===== src/rtl/opaddr_pkg.sv =====
// Shared types and constants for the operand address generator
package opaddr_pkg;

	// Addressing modes, one code per documented mode
	typedef enum logic [4:0] {
		M_INH          = 5'h00,
		M_IMM          = 5'h01,
		M_DIR_SHORT    = 5'h02,
		M_DIR_LONG     = 5'h03,
		M_IDX_NONE     = 5'h04,
		M_IDX_SHORT    = 5'h05,
		M_IDX_LONG     = 5'h06,
		M_IND_SHORT    = 5'h07,
		M_IND_LONG     = 5'h08,
		M_INDIDX_SHORT = 5'h09,
		M_INDIDX_LONG  = 5'h0a,
		M_REL_DIR      = 5'h0b,
		M_REL_IND      = 5'h0c,
		M_BIT_DIR      = 5'h0d,
		M_BIT_IND      = 5'h0e,
		M_BITREL_DIR   = 5'h0f,
		M_BITREL_IND   = 5'h10
	} mode_t;

	// Size of the page-zero pointer read after the address byte
	typedef enum logic [1:0] {
		PTR_NONE = 2'h0,
		PTR_BYTE = 2'h1,
		PTR_WORD = 2'h2
	} ptr_t;

	// Decoded addressing information for one opcode
	typedef struct packed {
		mode_t      mode;
		logic [1:0] n_stream;
		ptr_t       ptr;
		logic       idx;
		logic       rel_tail;
		logic       use_y;
		logic       rmw_short;
	} dec_t;

	// Sequencer states, one-hot
	typedef enum logic [7:0] {
		S_IDLE = 8'h01,
		S_OPC  = 8'h02,
		S_B1   = 8'h04,
		S_B2   = 8'h08,
		S_PLO  = 8'h10,
		S_PHI  = 8'h20,
		S_REL  = 8'h40,
		S_DONE = 8'h80
	} state_t;

	// Result handed to the execution stage
	typedef struct packed {
		mode_t       mode;
		logic [2:0]  len;
		logic        use_y;
		logic [15:0] ea;
		logic [7:0]  operand;
		logic [15:0] target;
		logic [15:0] next_pc;
	} res_t;

	// Whole state of the sequencer
	typedef struct packed {
		state_t      st;
		logic [15:0] pc;
		logic [2:0]  len;
		logic        pre_y;
		logic        pre_ind;
		logic [7:0]  op;
		logic [7:0]  b1;
		logic [7:0]  b2;
		logic [7:0]  p0;
		logic [7:0]  p1;
		logic [7:0]  rel;
		logic        done;
		res_t        res;
	} core_t;

	// Prebyte codes
	localparam logic [7:0] PRE_Y     = 8'h90;
	localparam logic [7:0] PRE_IND_Y = 8'h91;
	localparam logic [7:0] PRE_IND   = 8'h92;

	// Opcode groups by high nibble
	localparam logic [3:0] G_BTJ     = 4'h0;
	localparam logic [3:0] G_BIT     = 4'h1;
	localparam logic [3:0] G_REL     = 4'h2;
	localparam logic [3:0] G_RMW_DIR = 4'h3;
	localparam logic [3:0] G_RMW_IX1 = 4'h6;
	localparam logic [3:0] G_RMW_IX0 = 4'h7;
	localparam logic [3:0] G_IMM     = 4'ha;
	localparam logic [3:0] G_DIR_S   = 4'hb;
	localparam logic [3:0] G_DIR_L   = 4'hc;
	localparam logic [3:0] G_IX2     = 4'hd;
	localparam logic [3:0] G_IX1     = 4'he;
	localparam logic [3:0] G_IX0     = 4'hf;

	// Page-zero high byte and reset values
	localparam logic [7:0]  PAGE0_HI  = 8'h00;
	localparam logic [15:0] RST_PC    = 16'h0000;
	localparam logic [2:0]  RST_LEN   = 3'h0;
	localparam logic [7:0]  RST_BYTE  = 8'h00;
	localparam logic [15:0] RST_WORD  = 16'h0000;
	localparam logic [2:0]  LEN_ONE   = 3'h1;
	localparam logic [15:0] PC_STEP   = 16'h0001;
	localparam logic [7:0]  PTR_STEP  = 8'h01;

endpackage


===== src/rtl/opaddr_gen.sv =====
// Operand address generator: fetches addressing bytes and forms the operand address
// Function
// - Short direct fetches one address byte, address stays inside 00 to FF.
// - Long direct fetches a two-byte address word, reaching all 64 Kbyte.
// - Indexed address is unsigned sum of chosen index register and offset.
// - No-offset indexed fetches nothing and uses the index register as address.
// - Short indexed fetches one offset byte; sum reaches up to 1FE.
// - Long indexed fetches a two-byte offset word plus index, full space.
// - Short indirect reads a byte pointer from page zero as the address.
// - Long indirect reads a page-zero word pointer used as full address.
// - Inherent instructions are only the opcode byte, no operand fetch.
// - Immediate instructions are two bytes; second byte is the operand itself.
// - Relative target is next-instruction PC plus signed offset, -128 to +127.
// - Read-modify-write memory instructions offer only short addressing forms.
// - Short direct and indirect forms stay in page zero; long forms reach whole space.
// - Y-select prebyte makes the following instruction use Y instead of X.
// - Indirect prebyte turns direct and offset X-indexed forms into indirect ones.
module opaddr_gen (
	input  wire logic              CLK,
	input  wire logic              SYS_RST,
	input  wire logic              START,
	input  wire logic [15:0]       PC_IN,
	input  wire logic [7:0]        X_IN,
	input  wire logic [7:0]        Y_IN,
	output logic      [15:0]       MEM_ADDR,
	output logic                   MEM_RD,
	input  wire logic [7:0]        MEM_DATA,
	input  wire logic              MEM_ACK,
	output logic                   BUSY,
	output logic                   DONE,
	output opaddr_pkg::res_t       RESULT
);

	opaddr_pkg::core_t core_r;
	opaddr_pkg::core_t core_nxt;
	opaddr_pkg::dec_t  dec;
	logic [7:0]        dec_op;
	logic [15:0]       idx_val;
	logic [15:0]       ea_val;
	logic [7:0]        rel_off;
	logic              got;

	// The decoder looks at the arriving byte while the opcode is on the bus
	assign dec_op = (core_r.st == opaddr_pkg::S_OPC) ? MEM_DATA : core_r.op;
	assign got    = MEM_RD & MEM_ACK;

	opaddr_mode_dec u_dec (
		.op      (dec_op),
		.pre_y   (core_r.pre_y),
		.pre_ind (core_r.pre_ind),
		.dec     (dec)
	);

	// Bus address: pointer reads go to page zero, all else walks the program stream
	always_comb begin
		MEM_ADDR = core_r.pc;
		MEM_RD   = 1'b0;
		case (core_r.st)
			opaddr_pkg::S_OPC, opaddr_pkg::S_B1, opaddr_pkg::S_B2, opaddr_pkg::S_REL: begin
				MEM_RD   = 1'b1;
			end
			opaddr_pkg::S_PLO: begin
				MEM_ADDR = {opaddr_pkg::PAGE0_HI, core_r.b1};
				MEM_RD   = 1'b1;
			end
			opaddr_pkg::S_PHI: begin
				// Pointer high byte wraps inside page zero
				MEM_ADDR = {opaddr_pkg::PAGE0_HI, core_r.b1 + opaddr_pkg::PTR_STEP};
				MEM_RD   = 1'b1;
			end
			default: begin
				MEM_RD   = 1'b0;
			end
		endcase
	end

	// Effective address per mode; index is zero-extended so sums stay unsigned
	always_comb begin
		idx_val = {opaddr_pkg::PAGE0_HI, (dec.use_y ? Y_IN : X_IN)};
		ea_val  = opaddr_pkg::RST_WORD;
		rel_off = (dec.mode == opaddr_pkg::M_REL_IND) ? core_r.p0 : core_r.rel;
		case (dec.mode)
			opaddr_pkg::M_DIR_SHORT, opaddr_pkg::M_BIT_DIR, opaddr_pkg::M_BITREL_DIR: begin
				ea_val = {opaddr_pkg::PAGE0_HI, core_r.b1};
			end
			opaddr_pkg::M_DIR_LONG: begin
				ea_val = {core_r.b1, core_r.b2};
			end
			opaddr_pkg::M_IDX_NONE: begin
				ea_val = idx_val;
			end
			opaddr_pkg::M_IDX_SHORT: begin
				ea_val = {opaddr_pkg::PAGE0_HI, core_r.b1} + idx_val;
			end
			opaddr_pkg::M_IDX_LONG: begin
				ea_val = {core_r.b1, core_r.b2} + idx_val;
			end
			opaddr_pkg::M_IND_SHORT, opaddr_pkg::M_BIT_IND, opaddr_pkg::M_BITREL_IND: begin
				ea_val = {opaddr_pkg::PAGE0_HI, core_r.p0};
			end
			opaddr_pkg::M_IND_LONG: begin
				ea_val = {core_r.p0, core_r.p1};
			end
			opaddr_pkg::M_INDIDX_SHORT: begin
				ea_val = {opaddr_pkg::PAGE0_HI, core_r.p0} + idx_val;
			end
			opaddr_pkg::M_INDIDX_LONG: begin
				ea_val = {core_r.p0, core_r.p1} + idx_val;
			end
			default: begin
				ea_val = opaddr_pkg::RST_WORD;
			end
		endcase
	end

	// Sequencer: prebytes, opcode, stream bytes, pointer, branch offset
	always_comb begin
		core_nxt      = core_r;
		core_nxt.done = 1'b0;
		case (core_r.st)
			opaddr_pkg::S_IDLE: begin
				if (START) begin
					core_nxt.st      = opaddr_pkg::S_OPC;
					core_nxt.pc      = PC_IN;
					core_nxt.len     = opaddr_pkg::RST_LEN;
					core_nxt.pre_y   = 1'b0;
					core_nxt.pre_ind = 1'b0;
				end
			end
			opaddr_pkg::S_OPC: begin
				if (got) begin
					core_nxt.pc  = core_r.pc + opaddr_pkg::PC_STEP;
					core_nxt.len = core_r.len + opaddr_pkg::LEN_ONE;
					// Only one prebyte is taken; a second one is treated as an opcode
					if (!(core_r.pre_y | core_r.pre_ind) &&
					    (MEM_DATA == opaddr_pkg::PRE_Y || MEM_DATA == opaddr_pkg::PRE_IND ||
					     MEM_DATA == opaddr_pkg::PRE_IND_Y)) begin
						core_nxt.pre_y   = (MEM_DATA != opaddr_pkg::PRE_IND);
						core_nxt.pre_ind = (MEM_DATA != opaddr_pkg::PRE_Y);
					end else begin
						core_nxt.op = MEM_DATA;
						if (dec.n_stream != 2'h0) begin
							core_nxt.st = opaddr_pkg::S_B1;
						end else if (dec.rel_tail) begin
							core_nxt.st = opaddr_pkg::S_REL;
						end else begin
							core_nxt.st = opaddr_pkg::S_DONE;
						end
					end
				end
			end
			opaddr_pkg::S_B1: begin
				if (got) begin
					core_nxt.b1  = MEM_DATA;
					core_nxt.pc  = core_r.pc + opaddr_pkg::PC_STEP;
					core_nxt.len = core_r.len + opaddr_pkg::LEN_ONE;
					if (dec.n_stream == 2'h2) begin
						core_nxt.st = opaddr_pkg::S_B2;
					end else if (dec.ptr != opaddr_pkg::PTR_NONE) begin
						core_nxt.st = opaddr_pkg::S_PLO;
					end else if (dec.rel_tail) begin
						core_nxt.st = opaddr_pkg::S_REL;
					end else begin
						core_nxt.st = opaddr_pkg::S_DONE;
					end
				end
			end
			opaddr_pkg::S_B2: begin
				if (got) begin
					core_nxt.b2  = MEM_DATA;
					core_nxt.pc  = core_r.pc + opaddr_pkg::PC_STEP;
					core_nxt.len = core_r.len + opaddr_pkg::LEN_ONE;
					core_nxt.st  = opaddr_pkg::S_DONE;
				end
			end
			opaddr_pkg::S_PLO: begin
				// Pointer reads do not advance the program stream
				if (got) begin
					core_nxt.p0 = MEM_DATA;
					if (dec.ptr == opaddr_pkg::PTR_WORD) begin
						core_nxt.st = opaddr_pkg::S_PHI;
					end else if (dec.rel_tail) begin
						core_nxt.st = opaddr_pkg::S_REL;
					end else begin
						core_nxt.st = opaddr_pkg::S_DONE;
					end
				end
			end
			opaddr_pkg::S_PHI: begin
				if (got) begin
					core_nxt.p1 = MEM_DATA;
					core_nxt.st = opaddr_pkg::S_DONE;
				end
			end
			opaddr_pkg::S_REL: begin
				if (got) begin
					core_nxt.rel = MEM_DATA;
					core_nxt.pc  = core_r.pc + opaddr_pkg::PC_STEP;
					core_nxt.len = core_r.len + opaddr_pkg::LEN_ONE;
					core_nxt.st  = opaddr_pkg::S_DONE;
				end
			end
			opaddr_pkg::S_DONE: begin
				// PC already points past the whole instruction here
				core_nxt.st           = opaddr_pkg::S_IDLE;
				core_nxt.done         = 1'b1;
				core_nxt.res.mode     = dec.mode;
				core_nxt.res.len      = core_r.len;
				core_nxt.res.use_y    = dec.use_y;
				core_nxt.res.ea       = ea_val;
				core_nxt.res.operand  = (dec.mode == opaddr_pkg::M_IMM) ?
				                        core_r.b1 : opaddr_pkg::RST_BYTE;
				core_nxt.res.target   = core_r.pc + {{8{rel_off[7]}}, rel_off};
				core_nxt.res.next_pc  = core_r.pc;
			end
			default: begin
				core_nxt.st = opaddr_pkg::S_IDLE;
			end
		endcase
	end

	// State register; reset clears the struct and sets the state to S_IDLE
	always_ff @(posedge CLK) begin
		if (SYS_RST) begin
			core_r    <= '0;
			core_r.st <= opaddr_pkg::S_IDLE;
		end else begin
			core_r    <= core_nxt;
		end
	end

	assign BUSY   = (core_r.st != opaddr_pkg::S_IDLE);
	assign DONE   = core_r.done;
	assign RESULT = core_r.res;

endmodule


===== src/rtl/opaddr_mode_dec.sv =====
// Opcode to addressing mode decoder, purely combinational
module opaddr_mode_dec (
	input  wire logic [7:0]        op,
	input  wire logic              pre_y,
	input  wire logic              pre_ind,
	output opaddr_pkg::dec_t       dec
);

	// Group decode on the high nibble, the indirect prebyte selects the counterpart
	always_comb begin
		dec           = '0;
		dec.mode      = opaddr_pkg::M_INH;
		dec.ptr       = opaddr_pkg::PTR_NONE;
		dec.use_y     = pre_y;
		case (op[7:4])
			opaddr_pkg::G_BTJ: begin
				dec.mode      = pre_ind ? opaddr_pkg::M_BITREL_IND : opaddr_pkg::M_BITREL_DIR;
				dec.n_stream  = 2'h1;
				dec.ptr       = pre_ind ? opaddr_pkg::PTR_BYTE : opaddr_pkg::PTR_NONE;
				dec.rel_tail  = 1'b1;
				dec.rmw_short = 1'b1;
			end
			opaddr_pkg::G_BIT: begin
				dec.mode      = pre_ind ? opaddr_pkg::M_BIT_IND : opaddr_pkg::M_BIT_DIR;
				dec.n_stream  = 2'h1;
				dec.ptr       = pre_ind ? opaddr_pkg::PTR_BYTE : opaddr_pkg::PTR_NONE;
				dec.rmw_short = 1'b1;
			end
			opaddr_pkg::G_REL: begin
				// Direct form takes its offset as the tail byte
				dec.mode      = pre_ind ? opaddr_pkg::M_REL_IND : opaddr_pkg::M_REL_DIR;
				dec.n_stream  = pre_ind ? 2'h1 : 2'h0;
				dec.ptr       = pre_ind ? opaddr_pkg::PTR_BYTE : opaddr_pkg::PTR_NONE;
				dec.rel_tail  = ~pre_ind;
			end
			opaddr_pkg::G_RMW_DIR, opaddr_pkg::G_DIR_S: begin
				dec.mode      = pre_ind ? opaddr_pkg::M_IND_SHORT : opaddr_pkg::M_DIR_SHORT;
				dec.n_stream  = 2'h1;
				dec.ptr       = pre_ind ? opaddr_pkg::PTR_BYTE : opaddr_pkg::PTR_NONE;
				dec.rmw_short = (op[7:4] == opaddr_pkg::G_RMW_DIR);
			end
			opaddr_pkg::G_RMW_IX1, opaddr_pkg::G_IX1: begin
				dec.mode      = pre_ind ? opaddr_pkg::M_INDIDX_SHORT : opaddr_pkg::M_IDX_SHORT;
				dec.n_stream  = 2'h1;
				dec.ptr       = pre_ind ? opaddr_pkg::PTR_BYTE : opaddr_pkg::PTR_NONE;
				dec.idx       = 1'b1;
				dec.rmw_short = (op[7:4] == opaddr_pkg::G_RMW_IX1);
			end
			opaddr_pkg::G_RMW_IX0, opaddr_pkg::G_IX0: begin
				dec.mode      = opaddr_pkg::M_IDX_NONE;
				dec.idx       = 1'b1;
				dec.rmw_short = (op[7:4] == opaddr_pkg::G_RMW_IX0);
			end
			opaddr_pkg::G_IMM: begin
				dec.mode      = opaddr_pkg::M_IMM;
				dec.n_stream  = 2'h1;
			end
			opaddr_pkg::G_DIR_L: begin
				// Long indirect keeps a one-byte pointer address
				dec.mode      = pre_ind ? opaddr_pkg::M_IND_LONG : opaddr_pkg::M_DIR_LONG;
				dec.n_stream  = pre_ind ? 2'h1 : 2'h2;
				dec.ptr       = pre_ind ? opaddr_pkg::PTR_WORD : opaddr_pkg::PTR_NONE;
			end
			opaddr_pkg::G_IX2: begin
				dec.mode      = pre_ind ? opaddr_pkg::M_INDIDX_LONG : opaddr_pkg::M_IDX_LONG;
				dec.n_stream  = pre_ind ? 2'h1 : 2'h2;
				dec.ptr       = pre_ind ? opaddr_pkg::PTR_WORD : opaddr_pkg::PTR_NONE;
				dec.idx       = 1'b1;
			end
			default: begin
				dec.mode      = opaddr_pkg::M_INH;
			end
		endcase
	end

endmodule


===== config.mk =====
export PLATFORM = sky130hd
export DESIGN_NAME = opaddr_gen
export DESIGN_NICKNAME = d
export VERILOG_FILES = /design/src/rtl/opaddr_pkg.sv /design/src/rtl/opaddr_gen.sv /design/src/rtl/opaddr_mode_dec.sv
export SDC_FILE = /design/constraint.sdc
export NUM_CORES = 1
export LEC_CHECK = 0
export ABC_AREA = 1
export ABC_CLOCK_PERIOD_IN_PS = 6800
export BUFFER_PORTS_ARGS = -buffer_cell sky130_fd_sc_hd__buf_2
export CAP_MARGIN = 20
export CORE_UTILIZATION = 60
export DETAILED_ROUTE_END_ITERATION = 12
export PLACE_DENSITY = 0.82
export SLEW_MARGIN = 0
export SYNTH_ARGS = -nofsm -noshare
export SYNTH_HDL_FRONTEND = slang
export SYNTH_SLANG_ARGS = --single-unit

===== constraint.sdc =====
create_clock -name CLK -period 6.8 [get_ports CLK]
set_input_delay 1.36 -clock CLK [delete_from_list [all_inputs] [get_ports CLK]]
set_output_delay 1.36 -clock CLK [all_outputs]
set_load 0.01 [all_outputs]

==> results.toml, run 1 <==
[logic_synthesis]
syn-num-nets = 1406
synth_edf_count = 0
synthArstFlopShare_pct = 0
synth-seq-cells = 139
synth-simple-area-share_pct = 24.91
synth-compound-area-share_pct = 22.49
netlist_area_um2 = 9035
synth_top_family_by_area = "simple AND/OR/NAND/NOR gates"
synth_mux_area_share_pct = 0.2216
synthCells = 1323
synthFlopType = "dfxtp_1"
synthAdderAreaFrac_pct = 5.650
synth_xor_area_share_pct = 2.327
seq_area_frac_synth_pct = 30.80
synth_cell_types = 52
yosysWarnings = 0
syn_avg_cell_area_um2 = 6.829

[cells_and_area]
drive_gt1_share_pct = 16.46
regArea_um2 = 2783
stdcell_count = 1557
nets = 1443
multiInputGateArea_um2 = 5024
n_antenna_cell = 0
syn2layout_area_growth_pct = 9.071
nFillCells = 1310

[setup_path]
cp_num_cells = 22
cp.buffers_inverters = 4
cp-end-kind = "flop"
crit_path_top_delay_cell = "fa_1"
worst_path_largest_cell_delay_ps = 400
rr_worst_depth = 27
worstSetupPathType = "input pin to flop"
crit_family = "compound AO/OA/AOI/OAI gates"
cp.required_ps = 7130
worstPathCellList = "buf_2 -> inv_1 -> nand3_1 -> nand2_4 -> nand2_2 -> inv_2 -> nand2_2 -> nor2_4 -> o21ai_0 -> ha_1 -> fa_1 -> nand3_1 -> nand2_1 -> a21boi_0 -> o21ai_0 -> nand2_1 -> nand2_1 -> a21oi_1 -> o21ai_0 -> xor2_1 -> o21ai_0 -> inv_1"
start_kind = "input pin"
cp_max_fo = 18
worstPathArrival_ps = 4830
cpMostUsedCell = "o21ai_0"

[floorplanning]
die_area_um2 = 15550
die_w_um = 124.7
start_util_pct = 61.93
num_rows = 44
die_h_um = 124.7
pin_count = 128
coreArea_um2 = 14590

[sta]
finalHoldViolCount = 0
rsz0062_at_grt = "no"
finalCritPeriodShare_pct = 66.17
fin_skew_ps = 6.153
tns_ps = 0
setup_viol = 0
slew_viol_final = 0
fin_crit_ps = 4499
tightest_slew_ps = 973.0
fmax_mhz = 222.3
slew-limit-headroom_pct = 35.14

[cts]
ctsHoldBuffers = 0
cts_buffer_depth = 2
clk_root_buffer_cell = "clkbuf_16"
insertion_delay_ps = 430
cts_resized = 0
path_clk_slew_ps = 60
cts_max_level = 4
post_cts_buffers = 0
cts_sinks = 139
cts_buffers = 17
cts_tree = "built"

[routing]
drc = 0
vias = 9361
ant_nets = 0
drt_wl_total_mm = 27.44
via_per_inst = 6.012
first_iter_violations = 1114
routedWlPerCell_um = 17.62
dr.pass1.iters = 8

[run]
cap_violations = 0

[global_route]
gr-max-usage-layer = "met1"
grt_start_max_net_pins = 53
grtUsageMet3_pct = 8.247
grt_use_met1_pct = 52.10
grt_pass1_vias = 8295
met2_usage_pct = 50.76
antenna_found_initial = 0
grt_pass1_wl_mm = 43.56
gr-total-overflow = 0
grt_usage_pct = 35.20

[power]
powerDensity_nw_per_um2 = 283.7
power.leakage_nw = 4.450
peakVddDrop_mv = 0.3566

[placement]
dp_hpwl_mm = 20.21
numPortBuffers = 127
globalplace.congestion = 1.022
place_inst = 1525

[hold_path]
hold_depth = 2
hp-class = "flop to flop"

[outcome]
status = "complete, no violations"
## where the power goes
group	internal, mW	switching (mW)
clock network	0.588	0.377
logic	0.262	0.620
registers	0.872	0.0764
## synthesized netlist by cell type (5+ instances only)
library cell	number	area, µm²
nor2_4	6	67.56
buf_4	66	495.5
nor2_1	103	386.6
a22oi_1	6	45.04
a211oi_1	10	75.07
nand4_1	11	68.82
a221oi_1	5	43.79
a21oi_1	136	680.7
ha_1	36	450.4
dfxtp_1	139	2783
or2_2	6	37.54
nand2_2	19	118.9
nand3_1	80	400.4
nand2_1	238	893.4
clkbuf_1	36	135.1
o2111ai_1	5	43.79
inv_1	126	473.0
o21ai_0	149	745.7
xor2_1	14	122.6
o221ai_1	10	87.58
o22ai_1	11	68.82
a31oi_1	7	43.79
nor4_1	6	37.54
buf_2	10	50.05
xnor2_1	10	87.58
inv_2	12	45.04
nor3_1	15	75.07
## worst paths after layout
path                                               start  slack, ps                       to
worst max-delay path                         MEM_DATA[7]       2300  RESULT[28]$_SDFFE_PP0P_
worst max register to register  core_r[140]$_SDFFE_PP0P_       2530  RESULT[48]$_SDFFE_PP0P_
worst min register to register   core_r[69]$_SDFFE_PP0P_        450  core_r[69]$_SDFFE_PP0P_
worst min-delay path             core_r[69]$_SDFFE_PP0P_        450  core_r[69]$_SDFFE_PP0P_
## logic make-up after synthesis
| logic type | count (synthesis) |
|---|---|
| buffers and inverters | 256 |
| and+or+nand+nor | 499 |
| DFF | 139 |
| muxes | 2 |
| AOI/OAI and AO/OA | 364 |
| adders and majority gates | 39 |
| xor gates and xnor gates | 24 |
## metal layers
metal,share of wire (%),vias to the layer above,wire (µm)
li1,-,4468,-
met1,44,4249,12200
met2,42,578,11520
met3,12,66,3214
met4,1.9,0,512
met5,0,-,0
## stage by stage
| step | instance area [µm²] | setup slack [ps] | power [mW] | hold WS [ps] | util, % |
|---|---|---|---|---|---|
| 2_1_floorplan | 9035 | 2354 | 1.534 | 424.5 | - |
| 3_3_place_gp | 9246 | 2059 | 1.799 | 435.6 | 63.38 |
| 3_5_place_dp | 9246 | 1960 | 1.805 | 444.1 | 63.38 |
| 4_1_cts | 9854 | 2357 | 2.758 | 452.4 | 67.55 |
| 5_1_grt | 9854 | 1929 | 2.916 | 472.0 | 67.55 |
| 6_report | 9854 | 2301 | 2.795 | 449.0 | 67.55 |
## layout make-up
type	instances	share of cell area (%)
Clock buffer	19	4.495
Clock inverter	13	1.676
Inverter	141	5.371
Multi-Input combinational cell	928	50.98
Sequential cell	139	28.24
Tap cell	184	2.336
Timing Repair Buffer	133	6.907
## cell usage in the layout (no fill, tap or decap), drive strengths merged
cell type / Yosys / routed
nand2: 261 / 261
o21ai: 155 / 155
inv: 138 / 141
dfxtp: 139 / 139
a21oi: 139 / 139
buf: 79 / 133
nor2: 113 / 113
nand3: 84 / 84
ha: 36 / 36
clkbuf: 36 / 19
nor3: 15 / 15
xor2: 14 / 14
nand4: 11 / 11
o22ai: 11 / 11
o221ai: 10 / 10
xnor2: 10 / 10
a211oi: 10 / 10
a31oi: 7 / 7
nor4: 7 / 7
or2: 6 / 6
a22oi: 6 / 6
clkinv: 3 / 6
o2111ai: 5 / 5
a221oi: 5 / 5
o211ai: 4 / 4
clkinvlp: 0 / 4
o31ai: 3 / 3
fa: 3 / 3
bufinv: 0 / 3
mux2i: 2 / 2
a41oi: 2 / 2
o21bai: 2 / 2
o21a: 2 / 2
and2: 1 / 1
o311ai: 1 / 1
a21boi: 1 / 1
nand3b: 1 / 1
o211a: 1 / 1
## worst reg2reg max path, cell delays in order, from the launching register on
cell       delay [ps]
dfxtp_1           330
inv_2              70
nand2_1           110
nor2_4            280
nand2_4           160
nand2_1           110
nand2_2            90
nor2_2            200
nand2_2           180
inv_2             170
nand2_1           310
nand2_1           130
o21ai_0            90
ha_1              230
fa_1              400
nand2_1            90
nand2_1            50
nand2_1            70
nand2_1            50
nand2_1            70
nand2_1            50
a21oi_1           160
nor2_1             80
o21a_1            160
o21ai_0           160
o2111ai_1         130
nand2_1            90
a21oi_1            70
## state kept, by name, summed over array words and instances (netlist names)
name and flops:
DONE 1, RESULT 65, core_r 73
Note: power is estimated with default switching activity, not from simulation.
==> run 2: changes to the inputs <==
Settings changed: ABC_CLOCK_PERIOD_IN_PS 6800 to 4500, CORE_UTILIZATION 60 to 59, PLACE_DENSITY 0.82 to 0.81.
Clock period 6.8 ns to 4.5 ns, I/O delays scaled along.
==> results.toml, run 2 (synthesized netlist as in run 1, its figures left out) <==
[hold_path]
hp-class = "flop to flop"

[sta]
hold_ws_ps = 447.5
fin_skew_ps = 12.30
slew_viol_final = 0
setup_viol = 0
tightest_slew_ps = 827.2
finalCritPeriodShare_pct = 88.46
tns_ps = 0
finalHoldViolCount = 0
fin_crit_ps = 3981
fmax_mhz = 251.2
slew-limit-headroom_pct = 44.27
rsz0062_at_grt = "no"
fin_ws_ps = 519.2

[placement]
dp_hpwl_mm = 20.30
place_ws_ps = 317.3
numPortBuffers = 127
globalplace.congestion = 1.002
place_inst = 1534
placed_area_um2 = 9314

[routing]
first_iter_violations = 1090
vias = 9416
drt_wl_total_mm = 27.46
ant_nets = 0
via_per_inst = 6.013
routedWlPerCell_um = 17.53
dr.pass1.iters = 7
drc = 0

[setup_path]
crit_path_top_delay_cell = "fa_1"
crit_family = "simple AND/OR/NAND/NOR gates"
start_kind = "flop"
cp_max_fo = 11
worstPathCellList = "inv_2 -> nand2_1 -> nor2_4 -> nand2_4 -> nand2_1 -> nand2_2 -> nor2_2 -> nand2_2 -> nor2_4 -> o21ai_0 -> ha_1 -> fa_1 -> nand3_1 -> nand2_1 -> a21boi_0 -> o21ai_0 -> nand2_1 -> nand2_1 -> a21oi_1 -> o21ai_0 -> xor2_1 -> o21ai_0 -> inv_1"
cp.buffers_inverters = 2
worst_path_largest_cell_delay_ps = 410
cp.required_ps = 4830
worstSetupPathType = "flop to flop"
cpMostUsedCell = "nand2_1"
cp-end-kind = "flop"
worstPathArrival_ps = 4310

[global_route]
grt_usage_pct = 34.88
met2_usage_pct = 50.95
grt_start_max_net_pins = 53
grt_use_met1_pct = 50.45
antenna_found_initial = 0
grt_pass1_wl_mm = 43.30
grt_pass1_vias = 8206
gr-total-overflow = 0
grtUsageMet3_pct = 8.496
gr-max-usage-layer = "met2"

[cts]
clk_root_buffer_cell = "clkbuf_16"
ctsHoldBuffers = 0
post_cts_buffers = 0
cts_resized = 0
cts_tree = "built"
insertion_delay_ps = 440
path_clk_slew_ps = 60
cts_buffers = 17
cts_sinks = 139
cts_buffer_depth = 2
cts_max_level = 4

[power]
powerDensity_nw_per_um2 = 426.8
p_total_mw = 4.239
peakVddDrop_mv = 0.4937
power.leakage_nw = 4.500

[floorplanning]
start_util_pct = 61.24
die_w_um = 125.7
die_area_um2 = 15810
num_rows = 44
coreArea_um2 = 14750
die_h_um = 125.7
pin_count = 128

[outcome]
status = "complete, no violations"

[cells_and_area]
nets = 1452
stdcell_count = 1566
drive_gt1_share_pct = 17.08
regMostFlops = "core_r"
design_area_um2 = 9932
n_antenna_cell = 0
largest_reg_flops = 73
final_common_cell = "nand2_1"
nFillCells = 1336
final_cell_mix = "238 x nand2_1, 149 x o21ai_0, 139 x dfxtp_1, 136 x a21oi_1, 127 x buf_2"
syn2layout_area_growth_pct = 9.929
final_util_pct = 67.32

[run]
cap_violations = 0
run 2: changes by cell type in the layout (fill, tap and decap cells not counted), sizes merged:
| cell | previous run | this run |
|---|---|---|
| buf | 133 | 142 |
run 2: power by group:
group          switching (mW)  total (mW)  internal, mW  leakage, nW
clock                   0.569        1.47         0.903        0.292
sequential              0.119        1.44          1.32         1.12
combinational           0.931        1.33         0.400         3.08
run 2: layout make-up:
cell class | instances | area, µm² | share of cell area (%)
clock inverter | 13 | 165.2 | 1.663
inverter | 141 | 529.3 | 5.329
tap | 184 | 230.2 | 2.318
multi-input combinational | 928 | 5024 | 50.58
timing repair buffer | 142 | 748.2 | 7.533
clock buffer | 19 | 452.9 | 4.560
sequential | 139 | 2783 | 28.02
run 2: path summary, 6_finish.rpt:
check                                         startpoint                 endpoint  slack [ps]  cells past startpoint
worst max-delay path            core_r[140]$_SDFFE_PP0P_  RESULT[28]$_SDFFE_PP0P_         520                     23
worst min-delay path             core_r[68]$_SDFFE_PP0P_  core_r[68]$_SDFFE_PP0P_         450                      2
worst max register to register  core_r[140]$_SDFFE_PP0P_  RESULT[28]$_SDFFE_PP0P_         520                     23
worst min register to register   core_r[68]$_SDFFE_PP0P_  core_r[68]$_SDFFE_PP0P_         450                      2
run 2: worst register-to-register path: cells and delay by family, from the launching register on:
family	cells	cell delay, ps
simple gates	12	1600
compound gates	6	1050
fa+ha+maj	2	630
flops	1	330
xor+xnor	1	150
buf+inv	2	130
run 2: routing by layer:
| layer | vias to the layer above | wire, µm |
|---|---|---|
| met3 | 67 | 3416 |
| met4 | 0 | 625 |
| met2 | 609 | 11570 |
| li1 | 4488 | - |
| met1 | 4252 | 11850 |
| met5 | - | 0 |
